File: src/core/cgs_pkg.sv
/*
  Constants for the serial status and programming register bank of the
  clock generator: register offsets, field positions, reset values, the
  fixed identity codes, the slave address and the serial engine states.
  Assumes every user refers to these by cgs_pkg::name.
*/
// What this block does
// - The display divider reads back as nine bits: low eight in byte 9, ninth in byte 8 bit 7.
// - Status bits 7 and 6 show frequency selects B and C as captured after power-up.
// - Status bit 5 shows the live level of clock request input zero.
// - Status bit 4 shows the live level of clock request input one.
// - Status bit 3 shows the live level of clock request input two; bits 2 to 0 read zero.
// - Byte 11 is read-only and holds the revision code above the maker code.
// - Byte 12 is read-only and holds the part code in its upper nibble, zeros below.
// - Byte 15 holds a writable six-bit block read length that resets to 0xf.
// - Bytes 13 and 14 are reserved and read as zero.
// - Bytes 16 to 40 are reserved and have no function.
// - The processor divider accepts writes only while byte 41 bit 1 is set, reset clear.
// - The display divider accepts writes only while byte 41 bit 0 is set, reset clear.
// - Test mode is entered only when the test select pin is high at power-up.
// - Once entered, test mode is left only by a new power-up.
// - In test mode a low test mode pin floats all outputs, a high one gives reference over N.

package cgs_pkg;

  // Register offsets
  localparam logic [7:0] REG_CPU_DIV_HI  = 8'h04;
  localparam logic [7:0] REG_CPU_DIV_LO  = 8'h05;
  localparam logic [7:0] REG_DISP_DIV_HI = 8'h08;
  localparam logic [7:0] REG_DISP_DIV_LO = 8'h09;
  localparam logic [7:0] REG_PIN_STATUS  = 8'h0a;
  localparam logic [7:0] REG_REV_MAKER   = 8'h0b;
  localparam logic [7:0] REG_PART_CODE   = 8'h0c;
  localparam logic [7:0] REG_RSVD_A      = 8'h0d;
  localparam logic [7:0] REG_RSVD_B      = 8'h0e;
  localparam logic [7:0] REG_READ_LEN    = 8'h0f;
  localparam logic [7:0] REG_RSVD_FIRST  = 8'h10;
  localparam logic [7:0] REG_RSVD_LAST   = 8'h28;
  localparam logic [7:0] REG_DIV_UNLOCK  = 8'h29;

  // Field positions
  localparam int STS_SEL_B_BIT    = 7;
  localparam int STS_SEL_C_BIT    = 6;
  localparam int STS_REQ0_BIT     = 5;
  localparam int STS_REQ1_BIT     = 4;
  localparam int STS_REQ2_BIT     = 3;
  localparam int DISP_HI_BIT      = 7;
  localparam int CPU_HI_BIT       = 0;
  localparam int UNLOCK_CPU_BIT   = 1;
  localparam int UNLOCK_DISP_BIT  = 0;

  // Reset values
  localparam logic [5:0] READ_LEN_RST = 6'h0f;
  localparam logic [1:0] UNLOCK_RST   = 2'h0;
  localparam logic [8:0] CPU_DIV_RST  = 9'h064;
  localparam logic [8:0] DISP_DIV_RST = 9'h0c8;

  // Identity codes, values arbitrary
  localparam logic [3:0] REV_CODE   = 4'h2;
  localparam logic [3:0] MAKER_CODE = 4'h5;
  localparam logic [3:0] PART_CODE  = 4'h9;

  // Serial slave address, value arbitrary
  localparam logic [6:0] SLAVE_ADDR = 7'h69;

  // Pin bundle order and synchroniser reset levels
  localparam int         PIN_W   = 9;
  localparam logic [8:0] PIN_RST = 9'h19c;

  // Cycles after reset release before straps are caught
  localparam logic [2:0] STRAP_WAIT_CYC = 3'h4;

  // Serial engine states
  typedef enum logic [2:0] {
    ST_IDLE   = 3'b000,
    ST_RX     = 3'b001,
    ST_RX_ACK = 3'b010,
    ST_TX     = 3'b011,
    ST_TX_ACK = 3'b100,
    ST_WAIT   = 3'b101
  } cgs_smb_state_t;

endpackage : cgs_pkg

File: src/core/cgs_pin_sync.sv
/*
  Three-stage synchroniser for a bundle of pins with agreement filter.
  Assumes inputs are asynchronous to clk_i; output updates only when the
  second and third stages agree.
*/
`timescale 1ns/1ps

module cgs_pin_sync #(
  parameter int             W   = 9,
  parameter logic [W-1:0]   RST = '0
) (
  // Clock and reset
  input  wire logic         clk_i,
  input  wire logic         arst_n_i,
  // Pins in, filtered levels out
  input  wire logic [W-1:0] d_i,
  output logic      [W-1:0] q_o
);

  logic [W-1:0] stage1;
  logic [W-1:0] stage2;
  logic [W-1:0] stage3;
  wire  [W-1:0] differ = stage2 ^ stage3;
  wire  [W-1:0] next_q = (~differ & stage2) | (differ & q_o);

  // Shift chain; hold last agreed level on disagreement
  always_ff @(posedge clk_i or negedge arst_n_i) begin
    if (!arst_n_i) begin
      stage1 <= RST;
      stage2 <= RST;
      stage3 <= RST;
      q_o    <= RST;
    end else begin
      stage1 <= d_i;
      stage2 <= stage1;
      stage3 <= stage2;
      q_o    <= next_q;
    end
  end

endmodule : cgs_pin_sync

File: src/core/cgs_test_ctrl.sv
/*
  Test mode control: catches the test select strap once after reset,
  keeps test mode until the next reset, and follows the test mode pin.
  Assumes capture_i pulses once after reset with settled pin levels.
*/
`timescale 1ns/1ps

module cgs_test_ctrl (
  // Clock and reset
  input  wire logic sys_clk_i,
  input  wire logic arst_n_i,
  // Strap capture and filtered pins
  input  wire logic capture_i,
  input  wire logic test_select_i,
  input  wire logic test_mode_i,
  // Output control
  output logic      test_active_o,
  output logic      out_hiz_o,
  output logic      out_ref_div_o
);

  // Only a set path exists; nothing but reset clears it
  wire next_active = test_active_o | (capture_i & test_select_i);

  always_ff @(posedge sys_clk_i or negedge arst_n_i) begin
    if (!arst_n_i) begin
      test_active_o <= 1'b0;
      out_hiz_o     <= 1'b0;
      out_ref_div_o <= 1'b0;
    end else begin
      test_active_o <= next_active;
      out_hiz_o     <= next_active & ~test_mode_i;
      out_ref_div_o <= next_active & test_mode_i;
    end
  end

endmodule : cgs_test_ctrl

File: src/core/cgs_status_regs.sv
/*
  Serial register bank of the clock generator: a bit-level serial slave
  on the clock and data pins, the divider, status, identity, length and
  unlock registers, strap capture and test mode outputs.
  Assumes the data pin is open drain with an external pull-up and that
  the serial clock is far slower than sys_clk_i.
*/
`timescale 1ns/1ps

module cgs_status_regs (
  // Clock and reset
  input  wire logic       sys_clk_i,
  input  wire logic       arst_n_i,
  // Serial bus pins
  input  wire logic       scl_i,
  input  wire logic       sda_i,
  output logic            sda_o,
  output logic            sda_oe_o,
  // Strap and status pins
  input  wire logic       freq_select_b_i,
  input  wire logic       freq_select_c_i,
  input  wire logic       clock_request_zero_n_i,
  input  wire logic       clock_request_one_n_i,
  input  wire logic       clock_request_two_n_i,
  // Test pins
  input  wire logic       test_select_i,
  input  wire logic       test_mode_i,
  // Programmed dividers
  output logic [8:0]      cpu_div_o,
  output logic [8:0]      display_div_o,
  // Latched straps and output control
  output logic            freq_select_b_latched_o,
  output logic            freq_select_c_latched_o,
  output logic            out_hiz_o,
  output logic            out_ref_div_o
);

  // Filtered pins
  logic [8:0] pins_f;
  wire        scl_f    = pins_f[8];
  wire        sda_f    = pins_f[7];
  wire        sel_b_f  = pins_f[6];
  wire        sel_c_f  = pins_f[5];
  wire        req0_n_f = pins_f[4];
  wire        req1_n_f = pins_f[3];
  wire        req2_n_f = pins_f[2];
  wire        tsel_f   = pins_f[1];
  wire        tmod_f   = pins_f[0];

  cgs_pin_sync #(
    .W   (cgs_pkg::PIN_W),
    .RST (cgs_pkg::PIN_RST)
  ) u_cgs_pin_sync (
    .clk_i    (sys_clk_i),
    .arst_n_i (arst_n_i),
    .d_i      ({scl_i, sda_i, freq_select_b_i, freq_select_c_i,
                clock_request_zero_n_i, clock_request_one_n_i,
                clock_request_two_n_i, test_select_i, test_mode_i}),
    .q_o      (pins_f)
  );

  // Strap capture after settling
  logic [2:0] strap_cnt;
  logic       strap_done;
  logic       capture;
  wire        strap_hit = (strap_cnt == cgs_pkg::STRAP_WAIT_CYC) & ~strap_done;

  always_ff @(posedge sys_clk_i or negedge arst_n_i) begin
    if (!arst_n_i) begin
      strap_cnt  <= 3'h0;
      strap_done <= 1'b0;
      capture    <= 1'b0;
    end else begin
      strap_cnt  <= strap_done ? strap_cnt : strap_cnt + 3'h1;
      strap_done <= strap_done | strap_hit;
      capture    <= strap_hit;
    end
  end

  // Frequency selects frozen at capture
  always_ff @(posedge sys_clk_i or negedge arst_n_i) begin
    if (!arst_n_i) begin
      freq_select_b_latched_o <= 1'b0;
      freq_select_c_latched_o <= 1'b0;
    end else if (capture) begin
      freq_select_b_latched_o <= sel_b_f;
      freq_select_c_latched_o <= sel_c_f;
    end
  end

  // Test mode control
  logic test_active;

  cgs_test_ctrl u_cgs_test_ctrl (
    .sys_clk_i     (sys_clk_i),
    .arst_n_i      (arst_n_i),
    .capture_i     (capture),
    .test_select_i (tsel_f),
    .test_mode_i   (tmod_f),
    .test_active_o (test_active),
    .out_hiz_o     (out_hiz_o),
    .out_ref_div_o (out_ref_div_o)
  );

  // Serial bus edges and conditions
  logic scl_d;
  logic sda_d;
  wire  scl_rise  = scl_f & ~scl_d;
  wire  scl_fall  = ~scl_f & scl_d;
  wire  start_det = scl_f & scl_d & sda_d & ~sda_f;
  wire  stop_det  = scl_f & scl_d & ~sda_d & sda_f;

  always_ff @(posedge sys_clk_i or negedge arst_n_i) begin
    if (!arst_n_i) begin
      scl_d <= 1'b1;
      sda_d <= 1'b1;
    end else begin
      scl_d <= scl_f;
      sda_d <= sda_f;
    end
  end

  // Serial engine state
  cgs_pkg::cgs_smb_state_t state;
  logic [3:0] bit_cnt;
  logic [7:0] shreg;
  logic [1:0] byte_idx;
  logic       rd_mode;
  logic [7:0] ptr;
  logic [5:0] tx_left;
  logic [7:0] tx_byte;
  logic       master_nack;

  // Register contents
  logic [5:0] read_len;
  logic [1:0] unlock;

  // Read decode of one byte offset
  function automatic logic [7:0] reg_read(input logic [7:0] a, input logic [8:0] cdiv,
                                          input logic [8:0] ddiv, input logic [7:0] sts,
                                          input logic [5:0] len, input logic [1:0] unl);
    logic [7:0] r;
    r = 8'h00;
    case (a)
      cgs_pkg::REG_CPU_DIV_HI:  r = {7'h00, cdiv[8]};
      cgs_pkg::REG_CPU_DIV_LO:  r = cdiv[7:0];
      cgs_pkg::REG_DISP_DIV_HI: r = {ddiv[8], 7'h00};
      cgs_pkg::REG_DISP_DIV_LO: r = ddiv[7:0];
      cgs_pkg::REG_PIN_STATUS:  r = sts;
      cgs_pkg::REG_REV_MAKER:   r = {cgs_pkg::REV_CODE, cgs_pkg::MAKER_CODE};
      cgs_pkg::REG_PART_CODE:   r = {cgs_pkg::PART_CODE, 4'h0};
      cgs_pkg::REG_READ_LEN:    r = {2'h0, len};
      cgs_pkg::REG_DIV_UNLOCK:  r = {6'h00, unl};
      default:                  r = 8'h00;
    endcase
    return r;
  endfunction : reg_read

  // Status byte: latched selects, live request pins, reserved zeros
  wire [7:0] status_byte = {freq_select_b_latched_o, freq_select_c_latched_o,
                            req0_n_f,
                            req1_n_f,
                            req2_n_f,
                            3'h0};
  wire [7:0] rd_data = reg_read(ptr, cpu_div_o, display_div_o, status_byte, read_len, unlock);
  wire [7:0] ptr_rd_idx = ptr;
  wire [7:0] next_shreg = {shreg[6:0], sda_f};
  wire       byte_end   = (state == cgs_pkg::ST_RX) & scl_fall & (bit_cnt == 4'h8);
  wire       addr_hit   = (shreg[7:1] == cgs_pkg::SLAVE_ADDR);
  wire [1:0] next_idx   = (byte_idx == 2'h3) ? 2'h3 : byte_idx + 2'h1;

  // Write strobe for a data byte; every data byte is acknowledged
  wire wr_en       = byte_end & (byte_idx == 2'h3) & ~rd_mode;
  wire wr_len      = wr_en & (ptr == cgs_pkg::REG_READ_LEN);
  wire wr_unlock   = wr_en & (ptr == cgs_pkg::REG_DIV_UNLOCK);
  wire wr_cpu_hi   = wr_en & (ptr == cgs_pkg::REG_CPU_DIV_HI) & unlock[cgs_pkg::UNLOCK_CPU_BIT];
  wire wr_cpu_lo   = wr_en & (ptr == cgs_pkg::REG_CPU_DIV_LO) & unlock[cgs_pkg::UNLOCK_CPU_BIT];
  wire wr_disp_hi  = wr_en & (ptr == cgs_pkg::REG_DISP_DIV_HI) & unlock[cgs_pkg::UNLOCK_DISP_BIT];
  wire wr_disp_lo  = wr_en & (ptr == cgs_pkg::REG_DISP_DIV_LO) & unlock[cgs_pkg::UNLOCK_DISP_BIT];

  // Writable registers; all other offsets drop the data
  always_ff @(posedge sys_clk_i or negedge arst_n_i) begin
    if (!arst_n_i) begin
      read_len      <= cgs_pkg::READ_LEN_RST;
      unlock        <= cgs_pkg::UNLOCK_RST;
      cpu_div_o     <= cgs_pkg::CPU_DIV_RST;
      display_div_o <= cgs_pkg::DISP_DIV_RST;
    end else begin
      if (wr_len) read_len <= shreg[5:0];
      if (wr_unlock) unlock <= shreg[1:0];
      if (wr_cpu_hi) cpu_div_o[8] <= shreg[cgs_pkg::CPU_HI_BIT];
      if (wr_cpu_lo) cpu_div_o[7:0] <= shreg;
      if (wr_disp_hi) display_div_o[8] <= shreg[cgs_pkg::DISP_HI_BIT];
      if (wr_disp_lo) display_div_o[7:0] <= shreg;
    end
  end

  // Serial engine: bits in on rising clock, out and ack on falling clock
  always_ff @(posedge sys_clk_i or negedge arst_n_i) begin
    if (!arst_n_i) begin
      state       <= cgs_pkg::ST_IDLE;
      bit_cnt     <= 4'h0;
      shreg       <= 8'h00;
      byte_idx    <= 2'h0;
      rd_mode     <= 1'b0;
      ptr         <= 8'h00;
      tx_left     <= 6'h00;
      tx_byte     <= 8'h00;
      master_nack <= 1'b0;
      sda_oe_o    <= 1'b0;
    end else if (stop_det) begin
      state    <= cgs_pkg::ST_IDLE;
      sda_oe_o <= 1'b0;
    end else if (start_det) begin
      state    <= cgs_pkg::ST_RX;
      bit_cnt  <= 4'h0;
      byte_idx <= 2'h0;
      rd_mode  <= 1'b0;
      sda_oe_o <= 1'b0;
    end else begin
      case (state)
        cgs_pkg::ST_RX: begin
          if (scl_rise && bit_cnt != 4'h8) begin
            shreg   <= next_shreg;
            bit_cnt <= bit_cnt + 4'h1;
          end else if (byte_end) begin
            if (byte_idx == 2'h0 && !addr_hit) begin
              state <= cgs_pkg::ST_WAIT;
            end else begin
              sda_oe_o <= 1'b1;
              state    <= cgs_pkg::ST_RX_ACK;
              byte_idx <= next_idx;
              if (byte_idx == 2'h0) rd_mode <= shreg[0];
              if (byte_idx == 2'h1) ptr <= shreg;
              if (byte_idx == 2'h3) ptr <= ptr + 8'h01;
            end
          end
        end
        cgs_pkg::ST_RX_ACK: begin
          if (scl_fall) begin
            bit_cnt <= 4'h0;
            if (rd_mode) begin
              tx_byte  <= {2'h0, read_len};
              tx_left  <= read_len;
              sda_oe_o <= 1'b1;
              state    <= cgs_pkg::ST_TX;
            end else begin
              sda_oe_o <= 1'b0;
              state    <= cgs_pkg::ST_RX;
            end
          end
        end
        cgs_pkg::ST_TX: begin
          if (scl_fall) begin
            if (bit_cnt == 4'h7) begin
              sda_oe_o <= 1'b0;
              state    <= cgs_pkg::ST_TX_ACK;
            end else begin
              sda_oe_o <= ~tx_byte[6];
              tx_byte  <= {tx_byte[6:0], 1'b0};
              bit_cnt  <= bit_cnt + 4'h1;
            end
          end
        end
        cgs_pkg::ST_TX_ACK: begin
          if (scl_rise) begin
            master_nack <= sda_f;
          end else if (scl_fall) begin
            if (master_nack || tx_left == 6'h00) begin
              state <= cgs_pkg::ST_WAIT;
            end else begin
              tx_byte  <= rd_data;
              sda_oe_o <= ~rd_data[7];
              ptr      <= ptr + 8'h01;
              tx_left  <= tx_left - 6'h01;
              bit_cnt  <= 4'h0;
              state    <= cgs_pkg::ST_TX;
            end
          end
        end
        cgs_pkg::ST_IDLE, cgs_pkg::ST_WAIT: begin
          sda_oe_o <= 1'b0;
        end
        default: begin
          state    <= cgs_pkg::ST_IDLE;
          sda_oe_o <= 1'b0;
        end
      endcase
    end
  end

  // Open drain: the pin is only ever pulled low
  always_ff @(posedge sys_clk_i or negedge arst_n_i) begin
    if (!arst_n_i) begin
      sda_o <= 1'b0;
    end else begin
      sda_o <= 1'b0;
    end
  end
endmodule : cgs_status_regs

File: config.mk
export PLATFORM = sky130hd
export DESIGN_NAME = cgs_status_regs
export DESIGN_NICKNAME = d
export VERILOG_FILES = /design/src/core/cgs_pkg.sv /design/src/core/cgs_pin_sync.sv /design/src/core/cgs_test_ctrl.sv /design/src/core/cgs_status_regs.sv
export SDC_FILE = /design/constraint.sdc
export NUM_CORES = 1
export LEC_CHECK = 0
export BUFFER_PORTS_ARGS = -buffer_cell sky130_fd_sc_hd__buf_4
export CORE_AREA = 2 2 114 116
export CTS_CLUSTER_DIAMETER = 100
export DETAILED_ROUTE_END_ITERATION = 7
export DIE_AREA = 0 0 116 118
export GPL_TIMING_DRIVEN = 0
export PLACE_DENSITY = 0.6
export SLEW_MARGIN = 0
export SYNTH_ARGS = -nofsm -noshare
export SYNTH_HDL_FRONTEND = slang
export SYNTH_SLANG_ARGS = --single-unit
File: constraint.sdc
create_clock -name sys_clk_i -period 4.1 [get_ports sys_clk_i]
set_input_delay 0.41 -clock sys_clk_i [delete_from_list [all_inputs] [get_ports sys_clk_i]]
set_output_delay 0.41 -clock sys_clk_i [all_outputs]
set_load 0.05 [all_outputs]
; Yosys cells after proc, flatten, opt, wreduce, memory -nomap -nowiden
; Cells that the tools add are included.
[totals]
regBits = 115
inputBits = 11
out_inout_bits = 24
elab_cells = 225
[op_classes]
addsub = 5
eq_ne = 51
mux = 71
bitwise = 43
n_reduce_logical = 25
[ops]
columns = cell, count
row1 = 8-bit case mux with 9 select lines, 1
row2 = 8-bit 2-to-1 mux, 8
row3 = 7-bit 2-to-1 mux, 7
row4 = 8-bit by 4-bit equality test with 1-bit output (second input constant), 6
row5 = 4-bit inequality test (second input constant), 10
row6 = 3-bit 2-to-1 mux, 11
row7 = 4-bit 2-to-1 mux, 8
row8 = 6-bit 2-to-1 mux, 5
row9 = 1-bit AND, 25
row10 = 2-bit inequality test (second input constant), 12
row11 = 8-bit AND reduction, 3
row12 = 3-bit inequality test (second input constant), 7
row13 = 7-bit case mux with 3 select lines, 1
row14 = 10-bit AND reduction, 2
row15 = 9-bit AND, 2
row16 = 1-bit 2-to-1 mux, 18
row17 = 8-bit by 3-bit equality test with 1-bit output (second input constant), 2
row18 = 4-bit case mux with 4 select lines, 1
row19 = 8-bit case mux with 2 select lines, 1
row20 = 3-bit case mux with 5 select lines, 1
row21 = 2-bit 2-to-1 mux, 7
row22 = 6-bit case mux with 2 select lines, 1
row23 = 1-bit inverter, 11
row24 = 2-bit nonzero test, 5
row25 = other kinds (34), 40

; Logic depth before layout (Yosys ltp)
[depth]
depth_word = 9
ltp_mapped = 8

; Modules after synthesis
; Synthesis repeated with hierarchy kept, for this count alone.
[unflattened]
cells_unflattened = 497
area_unflattened_um2 = 5581.6
[by_module_without_submodules]
columns = module, n_inst, cells_each, area_each_um2, seq_area_each_um2
row1 = cgs_status_regs, 1, 445, 4456.8, 1916.8
row2 = cgs_pin_sync, 1, 45, 1027.2, 925.9
row3 = cgs_test_ctrl, 1, 7, 97.6, 75.1

; Worst setup path after synthesis
; Ideal clock, no wire load.
[synth_path]
path_kind = register to register
startpoint = register tx_left[0]
endpoint = register tx_byte[2]
arrival_time_ns = 1.923
slack_ns = 2.050
path_stages_with_launch = 8
n_path_buf = 0
cell_sequence = dfrtp_1 -> inv_1 -> ha_1 -> or4b_1 -> o21a_1 -> o221ai_4 -> a211o_2 -> o21ai_1
[synth_via]
elab_chain_len = 4
[synth_lines]
columns = item, line_no
row1 = start: declaration, cgs_status_regs.sv:130  ; logic [5:0] tx_left;
row2 = start signal: assignment, cgs_status_regs.sv:244  ; tx_left <= read_len;
row3 = start signal: assignment, cgs_status_regs.sv:275  ; tx_left <= tx_left - 6'h01;
row4 = 6-bit logical NOT, cgs_status_regs.sv:269  ; if (master_nack || tx_left == 6'h00) begin
row5 = 1-bit logical OR, cgs_status_regs.sv:269
row6 = 2-bit inequality test (no source line), --
row7 = 10-bit AND reduction (no source line), --
row8 = end signal: assignment, cgs_status_regs.sv:243  ; tx_byte <= {2'h0, read_len};
row9 = end signal: assignment, cgs_status_regs.sv:260  ; tx_byte <= {tx_byte[6:0], 1'b0};
row10 = end signal: assignment, cgs_status_regs.sv:272  ; tx_byte <= rd_data;
row11 = end: declaration, cgs_status_regs.sv:131  ; logic [7:0] tx_byte;
; No other way between the ends.
; A chain may end at the register's enable or synchronous reset.

; Worst setup path in the final report
[layout_path]
startpoint = register state[1]
endpoint = register ptr[0]
[layout_via]
elab_chain_len = 5
elab_cells_between_ends = 14
[layout_lines]
columns = item, line_no
row1 = start: declaration, cgs_status_regs.sv:124  ; cgs_pkg::cgs_smb_state_t state;
row2 = start signal: assignment, cgs_status_regs.sv:201  ; state <= cgs_pkg::ST_IDLE;
row3 = start signal: assignment, cgs_status_regs.sv:212  ; state <= cgs_pkg::ST_IDLE;
row4 = start signal: assignment, cgs_status_regs.sv:215  ; state <= cgs_pkg::ST_RX;
row5 = 3-bit by 1-bit equality test with 1-bit output, "cgs_status_regs.sv:168, cgs_status_regs.sv:221"
row6 = 1-bit AND (2 in a row), cgs_status_regs.sv:168  ; wire byte_end = (state == cgs_pkg::ST_RX) & scl_fall & (bit_cnt == 4'h8);
row7 = 2-bit inequality test (no source line), --
row8 = 10-bit AND reduction (no source line), --
row9 = end signal: assignment, cgs_status_regs.sv:234  ; if (byte_idx == 2'h1) ptr <= shreg;
row10 = end signal: assignment, cgs_status_regs.sv:235  ; if (byte_idx == 2'h3) ptr <= ptr + 8'h01;
row11 = end signal: assignment, cgs_status_regs.sv:274  ; ptr <= ptr + 8'h01;
row12 = end: declaration, cgs_status_regs.sv:129  ; logic [7:0] ptr;
; Several ways; a longest one is shown, not always the timed one.

==> results.cfg <==
[clock_network]
clockBufferDepth = 2
ctsResizeCount = 0
clock_sinks = 115
htreeDepth = 4
cts_tree = done
clock_latency_ns = 0.43
cts.root.buffer_cell = clkbuf_16
path_clk_slew_ns = 0.06
hold_buffers = 0
cts_setup_buffers = 0
numCtsBuffers = 17

[power]
ir_worst_vdd_mv = 0.3277
p_leak_nw = 2.874
internal-power_mw = 2.513
swShare_pct = 30.24
pwr-share-clk_pct = 42.8
share_comb_of_total_power_pct = 18.7
power.density_mw_per_mm2 = 545.8
totalPowerFinal_mw = 3.602
seq_power_share_pct = 38.5
p_switching_mw = 1.089

[synth]
synth_top_area_share_pct = 37.82
synthesis.yosys.warnings = 0
syn-cell-area_mm2 = 0.005492
synthDistinctLibCells = 70
synth_area_leaders = dfrtp_1 (38%), dfstp_2 (15%), mux2_2 (7.8%)
ys_top_cells_by_count = dfrtp_1 (83), mux2_2 (38), nand2_1 (33), dfstp_2 (32), a21oi_1 (30)
syn_nets = 505
synth_edf_count = 0
async_flop_share_pct = 100.0
ys_ff_latch = 115
synth_top_cell_by_area = dfrtp_1
synth_most_common_cell = dfrtp_1
synth_top_flop_cell = dfrtp_1
synth_seq_area_share_pct = 53.13
syn-instance-count = 485
avgSynthCellArea_um2 = 11.32

[timing]
relSlewSlack_pct = 37.15
worst_slew_pin_slew_ns = 0.9364
finalHoldViolations = 0
fin_crit_ns = 2.564
rsz0062_at_grt = false
tns_ns = 0
fin_ws_ns = 1.536
final_max_slew_viol_count = 0
maxClockFrequency_mhz = 390.0
finClkSkew_ns = 0.006629
setup_viol = 0
period_share_pct = 62.54

[global_route]
use_met3_pct = 5.664
antenna_found_initial = 0
grt_busiest_layer = met2
grt_max_degree = 67
met2_usage_pct = 30.52
grt.total_usage_pct = 20.45
met1_usage_pct = 28.49
overflow = 0
grt_pass1_vias = 4030
grt_pass1_wl_mm = 21.38

[cells_and_area]
nNetsFinal = 558
antenna_cells = 0
post-route-cell-area_mm2 = 0.006599
area.growth.synth_to_final_pct = 20.16
drive_above_1_share_pct = 29.58

[floorplan]
start_util_pct = 44.24
core_area_mm2 = 0.01241
ios = 35
die_h_um = 118
dieArea_mm2 = 0.01369
die_w_um = 116
fp-row-count = 41

[setup_path]
cp.arrival_ns = 2.91
required_ns = 4.44
critical_path.max_fanout = 10
criticalPathCategory = flop to flop
cp-end-kind = flop
worstSetupStartpointType = flop

[run]
maxCapViolations = 0

[placed_design]
dpl.hpwl_mm = 8.737
portBuffers = 33
place_congestion = 0.8515
pre_cts_slack_ns = 1.585
placed_area_mm2 = 0.005982

[detailed_routing]
initialDrtViolationCount = 219
drt-pass1-iter-count = 5
drc_errors = 0
via_per_inst = 5.567
drt-total-wl_mm = 12.83
ant_nets = 0
detail_route.wl_per_cell_um = 17.75
via_count = 4025

[min_path]
worstHoldPathType = input port to asynchronous set/reset pin

[run_status]
status = complete, no violations
-- final timing paths --
kind,start,endpoint,slack [ns],cells after the start
min in group sys_clk_i,freq_select_c_i,u_cgs_pin_sync.stage1[5]$_DFF_PN0_,0.09,1
max in group asynchronous,arst_n_i,asynchronous set/reset pin,3.28,2
worst max-delay path,state[1]$_DFFE_PN0P_,ptr[0]$_DFFE_PN0P_,1.54,7
worst min register to register,u_cgs_pin_sync.stage1[6]$_DFF_PN0_,u_cgs_pin_sync.stage2[6]$_DFF_PN0_,0.34,0
worst max register to register,state[1]$_DFFE_PN0P_,ptr[0]$_DFFE_PN0P_,1.54,7
worst min-delay path,arst_n_i,bit_cnt[3]$_DFFE_PN0P_,0.02,1
-- critical path: stages, from the launching register on --
cell	delay [ns]
dfrtp_1	0.40
buf_2	0.18
nor3b_2	0.61
o211ai_1	0.26
a21oi_2	0.49
buf_2	0.33
nand3_1	0.10
o211ai_1	0.10
-- through the flow --
step	instances	util (%)	hold WS, ns
finish	723	53.15	0.02428
global route	723	53.15	0.06437
CTS	723	53.15	0.04368
detailed placement	691	48.19	0.3347
global placement	690	47.96	0.3345
floorplan	485	-	0.1144
-- flip-flops by register name, indices dropped and copies added (netlist names), 3 cells and up, named ones only --
name and flops:
strap_cnt 3, ptr 8, u_cgs_pin_sync.stage3 9, tx_left 6, tx_byte 7, state 3, cpu_div_o 9, shreg 8
display_div_o 9, read_len 6, bit_cnt 4, u_cgs_pin_sync.stage1 9, u_cgs_pin_sync.stage2 9
-- power groups by stage --
stage | logic (mW) | clock network (mW) | registers (mW)
2_1_floorplan | 0.476 | 0 | 1.38
6_report | 0.674 | 1.54 | 1.39
4_1_cts | 0.678 | 1.57 | 1.38
5_1_grt | 0.757 | 1.63 | 1.40
3_3_place_gp | 0.655 | 0 | 1.40
3_5_place_dp | 0.674 | 0 | 1.40
-- cell families (layout without fill, tap and decap cells) --
group | after synthesis | after routing | synth area share (%)
AO/OA/AOI/OAI | 118 | 118 | 14.35
buffers and inverters | 39 | 105 | 3.007
multiplexers | 49 | 49 | 9.820
XOR/XNOR | 4 | 4 | 0.6379
adder cells (fa/ha/maj) | 18 | 18 | 3.691
other | 1 | 1 | 0.06829
flip-flops | 115 | 115 | 53.13
AND/OR/NAND/NOR | 141 | 141 | 15.29
-- area by class of cell --
| cell class | instances | area, um^2 |
|---|---|---|
| fill | 1134 | 5816 |
| sequential | 115 | 2918 |
| buffer | 25 | 112.6 |
| clock buffer | 19 | 442.9 |
| tap | 172 | 215.2 |
| inverter | 14 | 52.55 |
| timing repair buffer | 34 | 275.3 |
| multi-input combinational | 331 | 2409 |
| clock inverter | 13 | 173.9 |
-- metal layers --
| metal | wire length (um) | share of wire, % |
|---|---|---|
| met1 | 5800 | 45 |
| met2 | 6131 | 48 |
| met3 | 704 | 5.5 |
| met4 | 198 | 1.5 |
| met5 | 0 | 0 |
-- cell usage in the layout (no fill, tap or decap), types with 3 or more instances in the layout --
master	n
a22oi_1	5
and3b_1	3
and3_1	8
nand4_1	3
ha_1	9
nor2_1	22
o21ai_1	6
nand2_1	33
clkinv_4	5
o211ai_1	5
mux2_2	38
bufinv_16	3
clkbuf_1	14
dfstp_2	32
nand3_1	14
inv_1	14
nand4b_1	3
dfrtp_1	83
inv_6	4
maj3_1	9
o21ai_0	25
clkbuf_16	17
mux2i_1	10
o2bb2ai_1	4
nand2b_1	7
nor3_1	6
or3_1	3
nand3b_1	4
o22ai_1	4
a211oi_1	3
nor2b_1	10
buf_4	35
a222oi_1	4
a31oi_1	5
and2_1	7
a21oi_1	30
buf_2	9
xnor2_1	4
(Power assumes the default switching activity.)
